--- src/reflex_pkg.sv ---
// Purpose: Shared constants and types for the reflex function block bank.
// Assumes: 50 MHz pclk, APB register access, 32-bit data words.
// Notes: Two block slots sit in one output module; slot 0 may feed slot 1.
package reflex_pkg;

   // ----------------------------------------
   // Timing
   // ----------------------------------------
   localparam int CLK_HZ = 50_000_000;
   localparam int MS_PER_S = 1000;
   localparam int HOLDOFF_MS = 10;
   localparam int MS_CYCLES_DFLT = CLK_HZ / MS_PER_S;
   localparam int HOLDOFF_CYCLES_DFLT = MS_CYCLES_DFLT * HOLDOFF_MS;
   localparam logic [9:0] UNIT_DIV_1 = 10'h001;
   localparam logic [9:0] UNIT_DIV_10 = 10'h00A;
   localparam logic [9:0] UNIT_DIV_100 = 10'h064;
   localparam logic [9:0] UNIT_DIV_1000 = 10'h3E8;

   // ----------------------------------------
   // Register map
   // ----------------------------------------
   localparam logic [7:0] ADDR_CTRL = 8'h00;
   localparam logic [7:0] ADDR_STATUS = 8'h04;
   localparam logic [2:0] SLOT_PAGE0 = 3'h1;
   localparam logic [2:0] SLOT_PAGE1 = 3'h2;
   localparam logic [4:0] OFS_CFG = 5'h00;
   localparam logic [4:0] OFS_THR1 = 5'h04;
   localparam logic [4:0] OFS_THR2 = 5'h08;
   localparam logic [4:0] OFS_DELTA = 5'h0C;
   localparam logic [4:0] OFS_PRESET = 5'h10;
   localparam logic [4:0] OFS_ACC = 5'h14;

   // ----------------------------------------
   // Field layout
   // ----------------------------------------
   localparam int CHAIN_BIT = 0;
   localparam int ALWAYS_EN_LSB = 1;
   localparam int KIND_LSB = 0;
   localparam int MODE_LSB = 3;
   localparam int INV_OUT_BIT = 5;
   localparam int INV_IN_LSB = 6;
   localparam int DOWN_BIT = 9;
   localparam int UNIT_LSB = 10;
   localparam int ST_USED_LSB = 2;
   localparam int ST_BUSY_BIT = 6;
   localparam int ST_CHAIN_BIT = 7;
   localparam int ISLAND_MAX_BLOCKS = 10;

   // ----------------------------------------
   // Encodings
   // ----------------------------------------
   localparam logic [2:0] KIND_OFF = 3'h0;
   localparam logic [2:0] KIND_BOOL = 3'h1;
   localparam logic [2:0] KIND_SCMP = 3'h2;
   localparam logic [2:0] KIND_UCMP = 3'h3;
   localparam logic [2:0] KIND_CNT = 3'h4;
   localparam logic [2:0] KIND_TMR = 3'h5;
   localparam logic [1:0] BOOL_XOR = 2'h0;
   localparam logic [1:0] BOOL_AND2 = 2'h1;
   localparam logic [1:0] BOOL_AND3 = 2'h2;
   localparam logic [1:0] CMP_LT = 2'h0;
   localparam logic [1:0] CMP_GT = 2'h1;
   localparam logic [1:0] CMP_IN = 2'h2;
   localparam logic [1:0] CMP_OUT = 2'h3;
   localparam logic [1:0] TMR_DSTART = 2'h0;
   localparam logic [1:0] TMR_DSTOP = 2'h1;
   localparam logic [1:0] TMR_RISE = 2'h2;
   localparam logic [1:0] TMR_FALL = 2'h3;

   typedef enum logic [2:0] {
      TMR_IDLE = 3'b001,
      TMR_RUN = 3'b010,
      TMR_DONE = 3'b100
   } tmr_state_t;

endpackage
--- src/reflex_bank.sv ---
// Purpose: Two-slot reflex function block bank with APB configuration.
// Assumes: cos_strobe is held high at least two pclk cycles per update.
// Notes: Slot 0 result can be chained into slot 1 through a buffer.
//
// Chosen here: the register offsets and register access over APB.
`timescale 1ns/1ps

module reflex_bank #(
   parameter int MS_CYCLES = reflex_pkg::MS_CYCLES_DFLT,
   parameter int HOLDOFF_CYCLES = reflex_pkg::HOLDOFF_CYCLES_DFLT
) (
   input wire logic pclk,
   input wire logic presetn,
   input wire logic psel,
   input wire logic penable,
   input wire logic pwrite,
   input wire logic [7:0] paddr,
   input wire logic [31:0] pwdata,
   output logic [31:0] prdata,
   output logic pready,
   output logic pslverr,
   input wire logic cos_strobe,
   input wire logic [7:0] cos_bits,
   input wire logic [15:0] cos_word,
   output logic [1:0] out_ch
);

   // ----------------------------------------
   // State
   // ----------------------------------------
   typedef struct packed {
      logic [31:0] prdata;
      logic pready;
      logic pslverr;
      logic chain;
      logic [1:0] always_en;
      logic [1:0][15:0] cfg;
      logic [1:0][15:0] thr1;
      logic [1:0][15:0] thr2;
      logic [1:0][15:0] delta;
      logic [1:0][15:0] preset;
      logic [1:0][15:0] acc;
      logic [1:0] cmp;
      reflex_pkg::tmr_state_t [1:0] tst;
      logic [1:0][9:0] unit_cnt;
      logic [19:0] ms_cnt;
      logic [19:0] holdoff;
      logic cos_s1;
      logic cos_s2;
      logic cos_s3;
      logic [7:0] bits_s1;
      logic [7:0] bits_s2;
      logic [15:0] word_s1;
      logic [15:0] word_s2;
      logic [7:0] img_bits;
      logic [7:0] img_prev;
      logic [15:0] img_word;
      logic [15:0] chain_buf;
      logic chain_prev;
      logic [1:0] out_ch;
   } state_t;

   state_t q;
   state_t next_q;
   logic [1:0] en_w;
   logic [1:0] out_w;
   logic [1:0] rise_w;
   logic [1:0] fall_w;
   logic [1:0][2:0] kind_w;
   logic ms_tick;
   logic accept;
   logic wr;

   function automatic logic signed [17:0] ext(input logic [15:0] v,
                                               input logic sgn);
      ext = sgn ? {{2{v[15]}}, v} : {2'b00, v};
   endfunction

   function automatic logic [9:0] unit_div(input logic [1:0] u);
      case (u)
         2'h0: unit_div = reflex_pkg::UNIT_DIV_1;
         2'h1: unit_div = reflex_pkg::UNIT_DIV_10;
         2'h2: unit_div = reflex_pkg::UNIT_DIV_100;
         default: unit_div = reflex_pkg::UNIT_DIV_1000;
      endcase
   endfunction

   // ----------------------------------------
   // Next state
   // ----------------------------------------
   always_comb begin
      logic [1:0] mode;
      logic [2:0] inv;
      logic a, b, c, a_prev, f, tedge, sgn, hit, rs, used_slot;
      logic signed [17:0] x, t1, t2, d;
      logic [9:0] div;
      logic [4:0] off;
      logic [3:0] used;
      mode = '0;
      inv = '0;
      a = 1'b0;
      b = 1'b0;
      c = 1'b0;
      a_prev = 1'b0;
      f = 1'b0;
      tedge = 1'b0;
      sgn = 1'b0;
      hit = 1'b0;
      x = '0;
      t1 = '0;
      t2 = '0;
      d = '0;
      div = '0;
      used = '0;
      off = paddr[4:0];
      rs = (paddr[7:5] == reflex_pkg::SLOT_PAGE1);
      used_slot = (paddr[7:5] == reflex_pkg::SLOT_PAGE0) || rs;
      next_q = q;
      en_w = '0;
      out_w = '0;
      rise_w = '0;
      fall_w = '0;
      for (int s = 0; s < 2; s++) begin
         kind_w[s] = q.cfg[s][reflex_pkg::KIND_LSB +: 3];
         if (kind_w[s] != reflex_pkg::KIND_OFF) begin
            used = used + 4'h1;
         end
      end

      // Input synchronisers and image update with holdoff
      next_q.cos_s1 = cos_strobe;
      next_q.cos_s2 = q.cos_s1;
      next_q.cos_s3 = q.cos_s2;
      next_q.bits_s1 = cos_bits;
      next_q.bits_s2 = q.bits_s1;
      next_q.word_s1 = cos_word;
      next_q.word_s2 = q.word_s1;
      next_q.img_prev = q.img_bits;
      next_q.chain_prev = q.chain_buf[0];
      accept = q.cos_s2 && !q.cos_s3 && (q.holdoff == '0);
      if (accept) begin
         next_q.img_bits = q.bits_s2;
         next_q.img_word = q.word_s2;
         next_q.holdoff = 20'(HOLDOFF_CYCLES - 1);
      end else if (q.holdoff != '0) begin
         next_q.holdoff = q.holdoff - 20'h0_0001;
      end

      // Shared millisecond time base
      ms_tick = (q.ms_cnt == 20'(MS_CYCLES - 1));
      next_q.ms_cnt = ms_tick ? '0 : q.ms_cnt + 20'h0_0001;

      // APB: answer in the first access cycle
      next_q.pready = psel && !penable;
      next_q.pslverr = 1'b0;
      next_q.prdata = '0;
      if (psel && !penable) begin
         if (paddr == reflex_pkg::ADDR_CTRL) begin
            next_q.prdata[reflex_pkg::CHAIN_BIT] = q.chain;
            next_q.prdata[reflex_pkg::ALWAYS_EN_LSB +: 2] = q.always_en;
         end else if (paddr == reflex_pkg::ADDR_STATUS) begin
            next_q.prdata[1:0] = q.out_ch;
            next_q.prdata[reflex_pkg::ST_USED_LSB +: 4] = used;
            next_q.prdata[reflex_pkg::ST_BUSY_BIT] = (q.holdoff != '0);
            next_q.prdata[reflex_pkg::ST_CHAIN_BIT] = q.chain;
         end else if (used_slot) begin
            case (off)
               reflex_pkg::OFS_CFG: next_q.prdata[15:0] = q.cfg[rs];
               reflex_pkg::OFS_THR1: next_q.prdata[15:0] = q.thr1[rs];
               reflex_pkg::OFS_THR2: next_q.prdata[15:0] = q.thr2[rs];
               reflex_pkg::OFS_DELTA: next_q.prdata[15:0] = q.delta[rs];
               reflex_pkg::OFS_PRESET: next_q.prdata[15:0] = q.preset[rs];
               reflex_pkg::OFS_ACC: next_q.prdata[15:0] = q.acc[rs];
               default: next_q.pslverr = 1'b1;
            endcase
         end else begin
            next_q.pslverr = 1'b1;
         end
      end
      wr = psel && penable && q.pready && pwrite && !q.pslverr;

      // Two slots; slot 1 may take slot 0 through the buffer
      for (int s = 0; s < 2; s++) begin
         mode = q.cfg[s][reflex_pkg::MODE_LSB +: 2];
         inv = q.cfg[s][reflex_pkg::INV_IN_LSB +: 3];
         en_w[s] = q.always_en[s] | q.img_bits[4*s];
         a = q.img_bits[4*s+1];
         a_prev = q.img_prev[4*s+1];
         b = q.img_bits[4*s+2];
         c = q.img_bits[4*s+3];
         x = ext(q.img_word, 1'b0);
         sgn = (kind_w[s] == reflex_pkg::KIND_SCMP);
         if (s == 1 && q.chain) begin
            a = q.chain_buf[0];
            a_prev = q.chain_prev;
         end
         x = ext((s == 1 && q.chain) ? q.chain_buf : q.img_word, sgn);
         t1 = ext(q.thr1[s], sgn);
         t2 = ext(q.thr2[s], sgn);
         d = ext(q.delta[s], 1'b0);
         rise_w[s] = a && !a_prev;
         fall_w[s] = !a && a_prev;
         f = 1'b0;
         case (kind_w[s])
            reflex_pkg::KIND_BOOL: begin
               case (mode)
                  reflex_pkg::BOOL_XOR: f = a ^ b;
                  reflex_pkg::BOOL_AND2: f = (a ^ inv[0]) & (b ^ inv[1]);
                  reflex_pkg::BOOL_AND3: begin
                     f = (a ^ inv[0]) & (b ^ inv[1]) & (c ^ inv[2]);
                  end
                  default: f = 1'b0;
               endcase
            end
            reflex_pkg::KIND_SCMP, reflex_pkg::KIND_UCMP: begin
               if (en_w[s]) begin
                  case (mode)
                     reflex_pkg::CMP_LT: begin
                        if (x < t1) begin
                           next_q.cmp[s] = 1'b1;
                        end else if (x >= t1 + d) begin
                           next_q.cmp[s] = 1'b0;
                        end
                     end
                     reflex_pkg::CMP_GT: begin
                        if (x > t1) begin
                           next_q.cmp[s] = 1'b1;
                        end else if (x <= t1 - d) begin
                           next_q.cmp[s] = 1'b0;
                        end
                     end
                     reflex_pkg::CMP_IN: begin
                        if (x >= t1 && x <= t2) begin
                           next_q.cmp[s] = 1'b1;
                        end else if (x < t1 - d || x > t2 + d) begin
                           next_q.cmp[s] = 1'b0;
                        end
                     end
                     default: begin
                        if (x < t1 || x > t2) begin
                           next_q.cmp[s] = 1'b1;
                        end else if (x >= t1 + d && x <= t2 - d) begin
                           next_q.cmp[s] = 1'b0;
                        end
                     end
                  endcase
               end
               f = q.cmp[s];
            end
            reflex_pkg::KIND_CNT: begin
               hit = mode[0] ? fall_w[s] : rise_w[s];
               if (en_w[s] && hit) begin
                  if (q.cfg[s][reflex_pkg::DOWN_BIT]) begin
                     next_q.acc[s] = q.acc[s] - 16'h0001;
                  end else begin
                     next_q.acc[s] = q.acc[s] + 16'h0001;
                  end
               end
            end
            reflex_pkg::KIND_TMR: begin
               div = unit_div(q.cfg[s][reflex_pkg::UNIT_LSB +: 2]);
               tedge = (mode == reflex_pkg::TMR_DSTART ||
                        mode == reflex_pkg::TMR_RISE) ? rise_w[s] : fall_w[s];
               if (b) begin
                  next_q.acc[s] = '0;
                  next_q.unit_cnt[s] = '0;
                  next_q.tst[s] = reflex_pkg::TMR_IDLE;
               end else if (en_w[s]) begin
                  if (tedge) begin
                     next_q.acc[s] = '0;
                     next_q.unit_cnt[s] = '0;
                     next_q.tst[s] = (q.preset[s] == '0) ?
                        reflex_pkg::TMR_DONE : reflex_pkg::TMR_RUN;
                  end else if (q.tst[s] == reflex_pkg::TMR_RUN && ms_tick) begin
                     if (q.unit_cnt[s] == div - 10'h001) begin
                        next_q.unit_cnt[s] = '0;
                        next_q.acc[s] = q.acc[s] + 16'h0001;
                        if (q.acc[s] + 16'h0001 == q.preset[s]) begin
                           next_q.tst[s] = reflex_pkg::TMR_DONE;
                        end
                     end else begin
                        next_q.unit_cnt[s] = q.unit_cnt[s] + 10'h001;
                     end
                  end
               end
               case (mode)
                  reflex_pkg::TMR_DSTART: begin
                     f = (q.tst[s] == reflex_pkg::TMR_DONE) && a;
                  end
                  reflex_pkg::TMR_DSTOP: begin
                     f = a || (q.tst[s] == reflex_pkg::TMR_RUN);
                  end
                  default: f = (q.tst[s] == reflex_pkg::TMR_RUN);
               endcase
            end
            default: f = 1'b0;
         endcase
         out_w[s] = en_w[s] && (kind_w[s] != reflex_pkg::KIND_OFF) &&
                    (f ^ q.cfg[s][reflex_pkg::INV_OUT_BIT]);
      end

      // Buffer carries the slot 0 count word, or the one-bit slot 0 result for any other kind
      if (kind_w[0] == reflex_pkg::KIND_CNT) begin
         next_q.chain_buf = q.acc[0];
      end else begin
         next_q.chain_buf = {15'h0000, out_w[0]};
      end
      // Slot 0 stays off its channel when it feeds slot 1
      next_q.out_ch[0] = out_w[0] && !q.chain &&
                         (kind_w[0] != reflex_pkg::KIND_CNT);
      next_q.out_ch[1] = out_w[1] &&
                         (kind_w[1] != reflex_pkg::KIND_CNT);

      // Register writes win over the block updates above
      if (wr) begin
         if (paddr == reflex_pkg::ADDR_CTRL) begin
            next_q.chain = pwdata[reflex_pkg::CHAIN_BIT];
            next_q.always_en = pwdata[reflex_pkg::ALWAYS_EN_LSB +: 2];
         end else if (used_slot) begin
            case (off)
               reflex_pkg::OFS_CFG: next_q.cfg[rs] = pwdata[15:0];
               reflex_pkg::OFS_THR1: next_q.thr1[rs] = pwdata[15:0];
               reflex_pkg::OFS_THR2: next_q.thr2[rs] = pwdata[15:0];
               reflex_pkg::OFS_DELTA: next_q.delta[rs] = pwdata[15:0];
               reflex_pkg::OFS_PRESET: begin
                  next_q.preset[rs] = pwdata[15:0];
                  if (kind_w[rs] == reflex_pkg::KIND_CNT) begin
                     next_q.acc[rs] = pwdata[15:0];
                  end
               end
               default: next_q.prdata = next_q.prdata;
            endcase
         end
      end
   end

   always_ff @(posedge pclk or negedge presetn) begin
      if (!presetn) begin
         q <= '0;
         q.tst <= {2{reflex_pkg::TMR_IDLE}};
      end else begin
         q <= next_q;
      end
   end

   assign prdata = q.prdata;
   assign pready = q.pready;
   assign pslverr = q.pslverr;
   assign out_ch = q.out_ch;
endmodule

--- config.mk ---
export PLATFORM = sky130hd
export DESIGN_NAME = reflex_bank
export DESIGN_NICKNAME = d
export VERILOG_FILES = /design/src/reflex_pkg.sv /design/src/reflex_bank.sv
export SDC_FILE = /design/constraint.sdc
export NUM_CORES = 1
export LEC_CHECK = 0
export ABC_AREA = 1
export BUFFER_PORTS_ARGS = -buffer_cell sky130_fd_sc_hd__buf_2
export CORE_MARGIN = 1.5
export CORE_UTILIZATION = 60
export CTS_CLUSTER_DIAMETER = 120
export DETAILED_ROUTE_END_ITERATION = 16
export PLACE_DENSITY_LB_ADDON = 0.12
export SLEW_MARGIN = 5
export SYNTH_ARGS = -nofsm -noshare
export SYNTH_HDL_FRONTEND = slang
export SYNTH_SLANG_ARGS = --single-unit
--- constraint.sdc ---
create_clock -name pclk -period 5.7 [get_ports pclk]
set_input_delay 0.285 -clock pclk [delete_from_list [all_inputs] [get_ports pclk]]
set_output_delay 0.285 -clock pclk [all_outputs]
set_load 0.005 [all_outputs]
==> summary.md <==
| Metric | Value |
|---|---|
| EDFF count, synth | 0 |
| Vias per cell | ~6 |
| Ports | roughly 110 |
| Largest net degree at the start of global routing | 143 |
| First-pass GRT wire length | between 150 and 200 mm |
| Adder-Cell Fraction of Synth Area | approximately 14% |
| Initial Util | 60.96% |
| Mapped Area | 31400 sq um |
| Root Buffer | clkbuf_16 |
| Critical path type | flop to flop |
| RSZ-0062 raised after global routing | false |
| Dpl ws | between 1 and 1.5 ns |
| Yosys cell types | roughly 60 |
| Critical-path maximum fanout | 7 |
| Worst Setup Start Kind | flop |
| Hold depth | 5 |
| Vias in the first global route | 28363 |
| Status | completed |
| Synthesized flop and latch total | 377 |
| Actual slew at the worst max-slew pin | 1.214 ns |
| Nets | 4895 |
| Most frequent cells after synthesis | 1104 x nand2_1, 529 x inv_1, 393 x nor2_1 |
| Reg2Reg Setup Slack | between 1 and 1.5 ns |
| Synth Area in Simple Gates | 25.23% |
| Finished Cell Area | 34030 sq um |
| Initial drt markers | roughly 3400 |
| All-Layer GR Usage | 40.14% |
| Max Slew Vio Count | 0 |
| Hold crit path type | primary input to flop |
| Clock slew seen by the registers of the worst setup and hold paths | 0.07 ns |
| Fin crit period | 4.394 ns |
| Routed Antenna Nets | 0 |
| Clock Skew | 0.04349 ns |
| Mean area per synthesized cell | 7.062 sq um |
| Router iterations before antenna repair | 8 |
| Compound-Gate Fraction of Synth Area | 15.71% |
| Core ar. | 51510 sq um |
| CTS H-Tree Depth | 2 |
| Post-synthesis mux area share | 0.6456% |
| XOR/XNOR Fraction of Synth Area | between 4 and 5% |
| Required @ worst endpoint | 6.20 ns |
| Fin util | approximately 66% |
| Most common cell in the synthesized netlist | nand2_1 |
| WL final | 107.8 mm |
| DR vias | 30614 |
| Largest family of logic cells by synthesized area | simple AND/OR/NAND/NOR gates |
| Top cell type's share of synthesized area | 29.89% |
| Ys async rst share | 100.0% |
| Die area | roughly 54000 sq um |
| PortBufs | between 70 and 80 |
| Register area share after synthesis | 30.05% |
| Final worst setup slack | 1.306 ns |
| Die width | 231.8 um |
| Endpoints failing setup | 0 |
| Leak Pwr | 17.48 nW |
| Clk_lat worst skew | 0.63 ns |
| Max-slew headroom | 18.82% |
| Area growth syn-to-layout | 8.373% |
| Worst EP arrival | 4.89 ns |
| Die height | 231.8 um |
| Most used DFF post-synth | dfrtp_1 |
| Worst reg-to-reg path cell count | 22 |
| DRC viols | 0 |
| Clk buf depth | 3 |
| Peak supply drop | 333.0 uV |
| CTS sink count | between 300 and 400 |
| Post-Place Cell Area | between 30000 and 40000 sq um |
| Worst setup EP type | flop |
| Capturing point of the worst reg2reg path | q[169] |
| PD cells | 207.4 nW/um^2 |
| TritonCTS clock tree | built |
| Worst setup path end | q[169] |
| Fmax | 0.2276 GHz |
| Critical Path Start | q[251] |
| FF-to-FF Start | q[251] |
| Hold violation total from the final report | 0 |
| Layout cell share with drive strength beyond 1 | between 5 and 6% |
| DR WL/cell | 20.79 um |
| Final setup TNS | 0 ns |
| Syn Inst Count | 4446 |
| Total gr overflow | 0 |
| Inserted Clock Buffers | 44 |
| FP Rows | 83 |
| Post-CTS Resized | 0 |
| HPWL after detailed placement | 80.91 mm |
| Final worst-path cycle share | 77.08% |
| Max-cap violations | 0 |
| Fillers | 4759 |
| Initial antenna violation count | 5 |
| RD Place Congestion | 1.037 |
| Main area contributors after synthesis | dfrtp_1 30%, ha_1 14%, nand2_1 13% |
| Leading area contributor after synthesis | dfrtp_1 |
| Hold_ws | 0.1507 ns |
| Synth Warn # | 0 |
## worst max-delay path: stages, from the launching register on
cell and delay [ns]:
dfrtp_1 0.61, inv_1 0.29, ha_1 0.37, nand2_1 0.07, nor2_1 0.04, a211oi_1 0.31, o21ai_0 0.24, nand2_1 0.10
nand2_1 0.07, a21boi_0 0.27, o21ai_0 0.15, xor2_1 0.18, ha_1 0.33, a21oi_1 0.14, o21ai_0 0.10, a21oi_1 0.18
nand3_1 0.10, nand3_1 0.24, nand2_1 0.10, nand2_1 0.08, nand2_1 0.06, o21ai_0 0.15, nand2_1 0.07
## state kept, by name, summed over array words and instances (netlist names)
register  count
kind_w        6
next_q       35
out_ch        2
prdata       16
pready        1
pslverr       1
q           316
## cell type report
type	instances	area [sq um]	share of cell area, %
diodes	2	5.005	0.01471
clock buffers	57	1230	3.615
clock inverters	25	330.3	0.9708
inverters	546	2049	6.023
multi-input cells	3363	19170	56.33
flip-flops and latches	377	9437	27.73
well taps	680	850.8	2.500
repair buffers	136	958.4	2.817
## kinds of logic after synthesis
logic type	Yosys count
adder cells (fa/ha/maj)	357
multiplexers	18
AND/OR/NAND/NOR	1910
buffers and inverters	721
other	1
flip-flops	377
AO/OA/AOI/OAI	896
XOR/XNOR	166
## cell usage in the layout, fill, tap and decap left out, types with 32 or more instances in the layout
cell and n:
nand2_1 1104, inv_1 529, nor2_1 393, o21ai_0 387
dfrtp_1 375, ha_1 349, a21oi_1 299, nand3_1 232
xor2_1 147, buf_2 72, nand4_1 71, nor3_1 45
clkbuf_16 44, o211ai_1 42, dlygate4sd3_1 39, o22ai_1 32
## what timing repair did
action | in CTS | in global routing
hold endpoints to repair | 116 | 0
setup buffers | 0 | 0
hold buffers | 39 | 0
endpoints found under the setup margin | 0 | 0
## how the worst min path moves through the flow
stage                       end  startpoint  slack [ns]
global placement         q[139]     presetn        0.29
detailed placement  next_q[100]     presetn        0.29
floorplan             kind_w[0]     presetn       -0.01
finish                prdata[0]        psel        0.15
CTS                   prdata[0]        psel        0.12
global route          prdata[0]        psel        0.16
## report_power, final
| group | total, W | switching [W] | internal [W] |
|---|---|---|---|
| registers | 0.00292 | 0.000137 | 0.00278 |
| clock network | 0.00303 | 0.00130 | 0.00174 |
| logic | 0.00110 | 0.000740 | 0.000363 |
| total | 0.00706 | 0.00217 | 0.00488 |
## routing by layer
layer	track usage, %	part of all wire [%]
met1	52.64	40
met2	60.18	42
met3	10.18	11
met4	22.87	6.5
met5	0	0.089
## metrics by stage
stage,std cells,total power [W]
floorplan,4461,0.003630
CTS,5184,0.007036
detailed placement,5063,0.004010
global route,5185,0.007325
global placement,5063,0.003987
finish,5186,0.007056
Note: power is estimated with default switching activity, not from simulation.
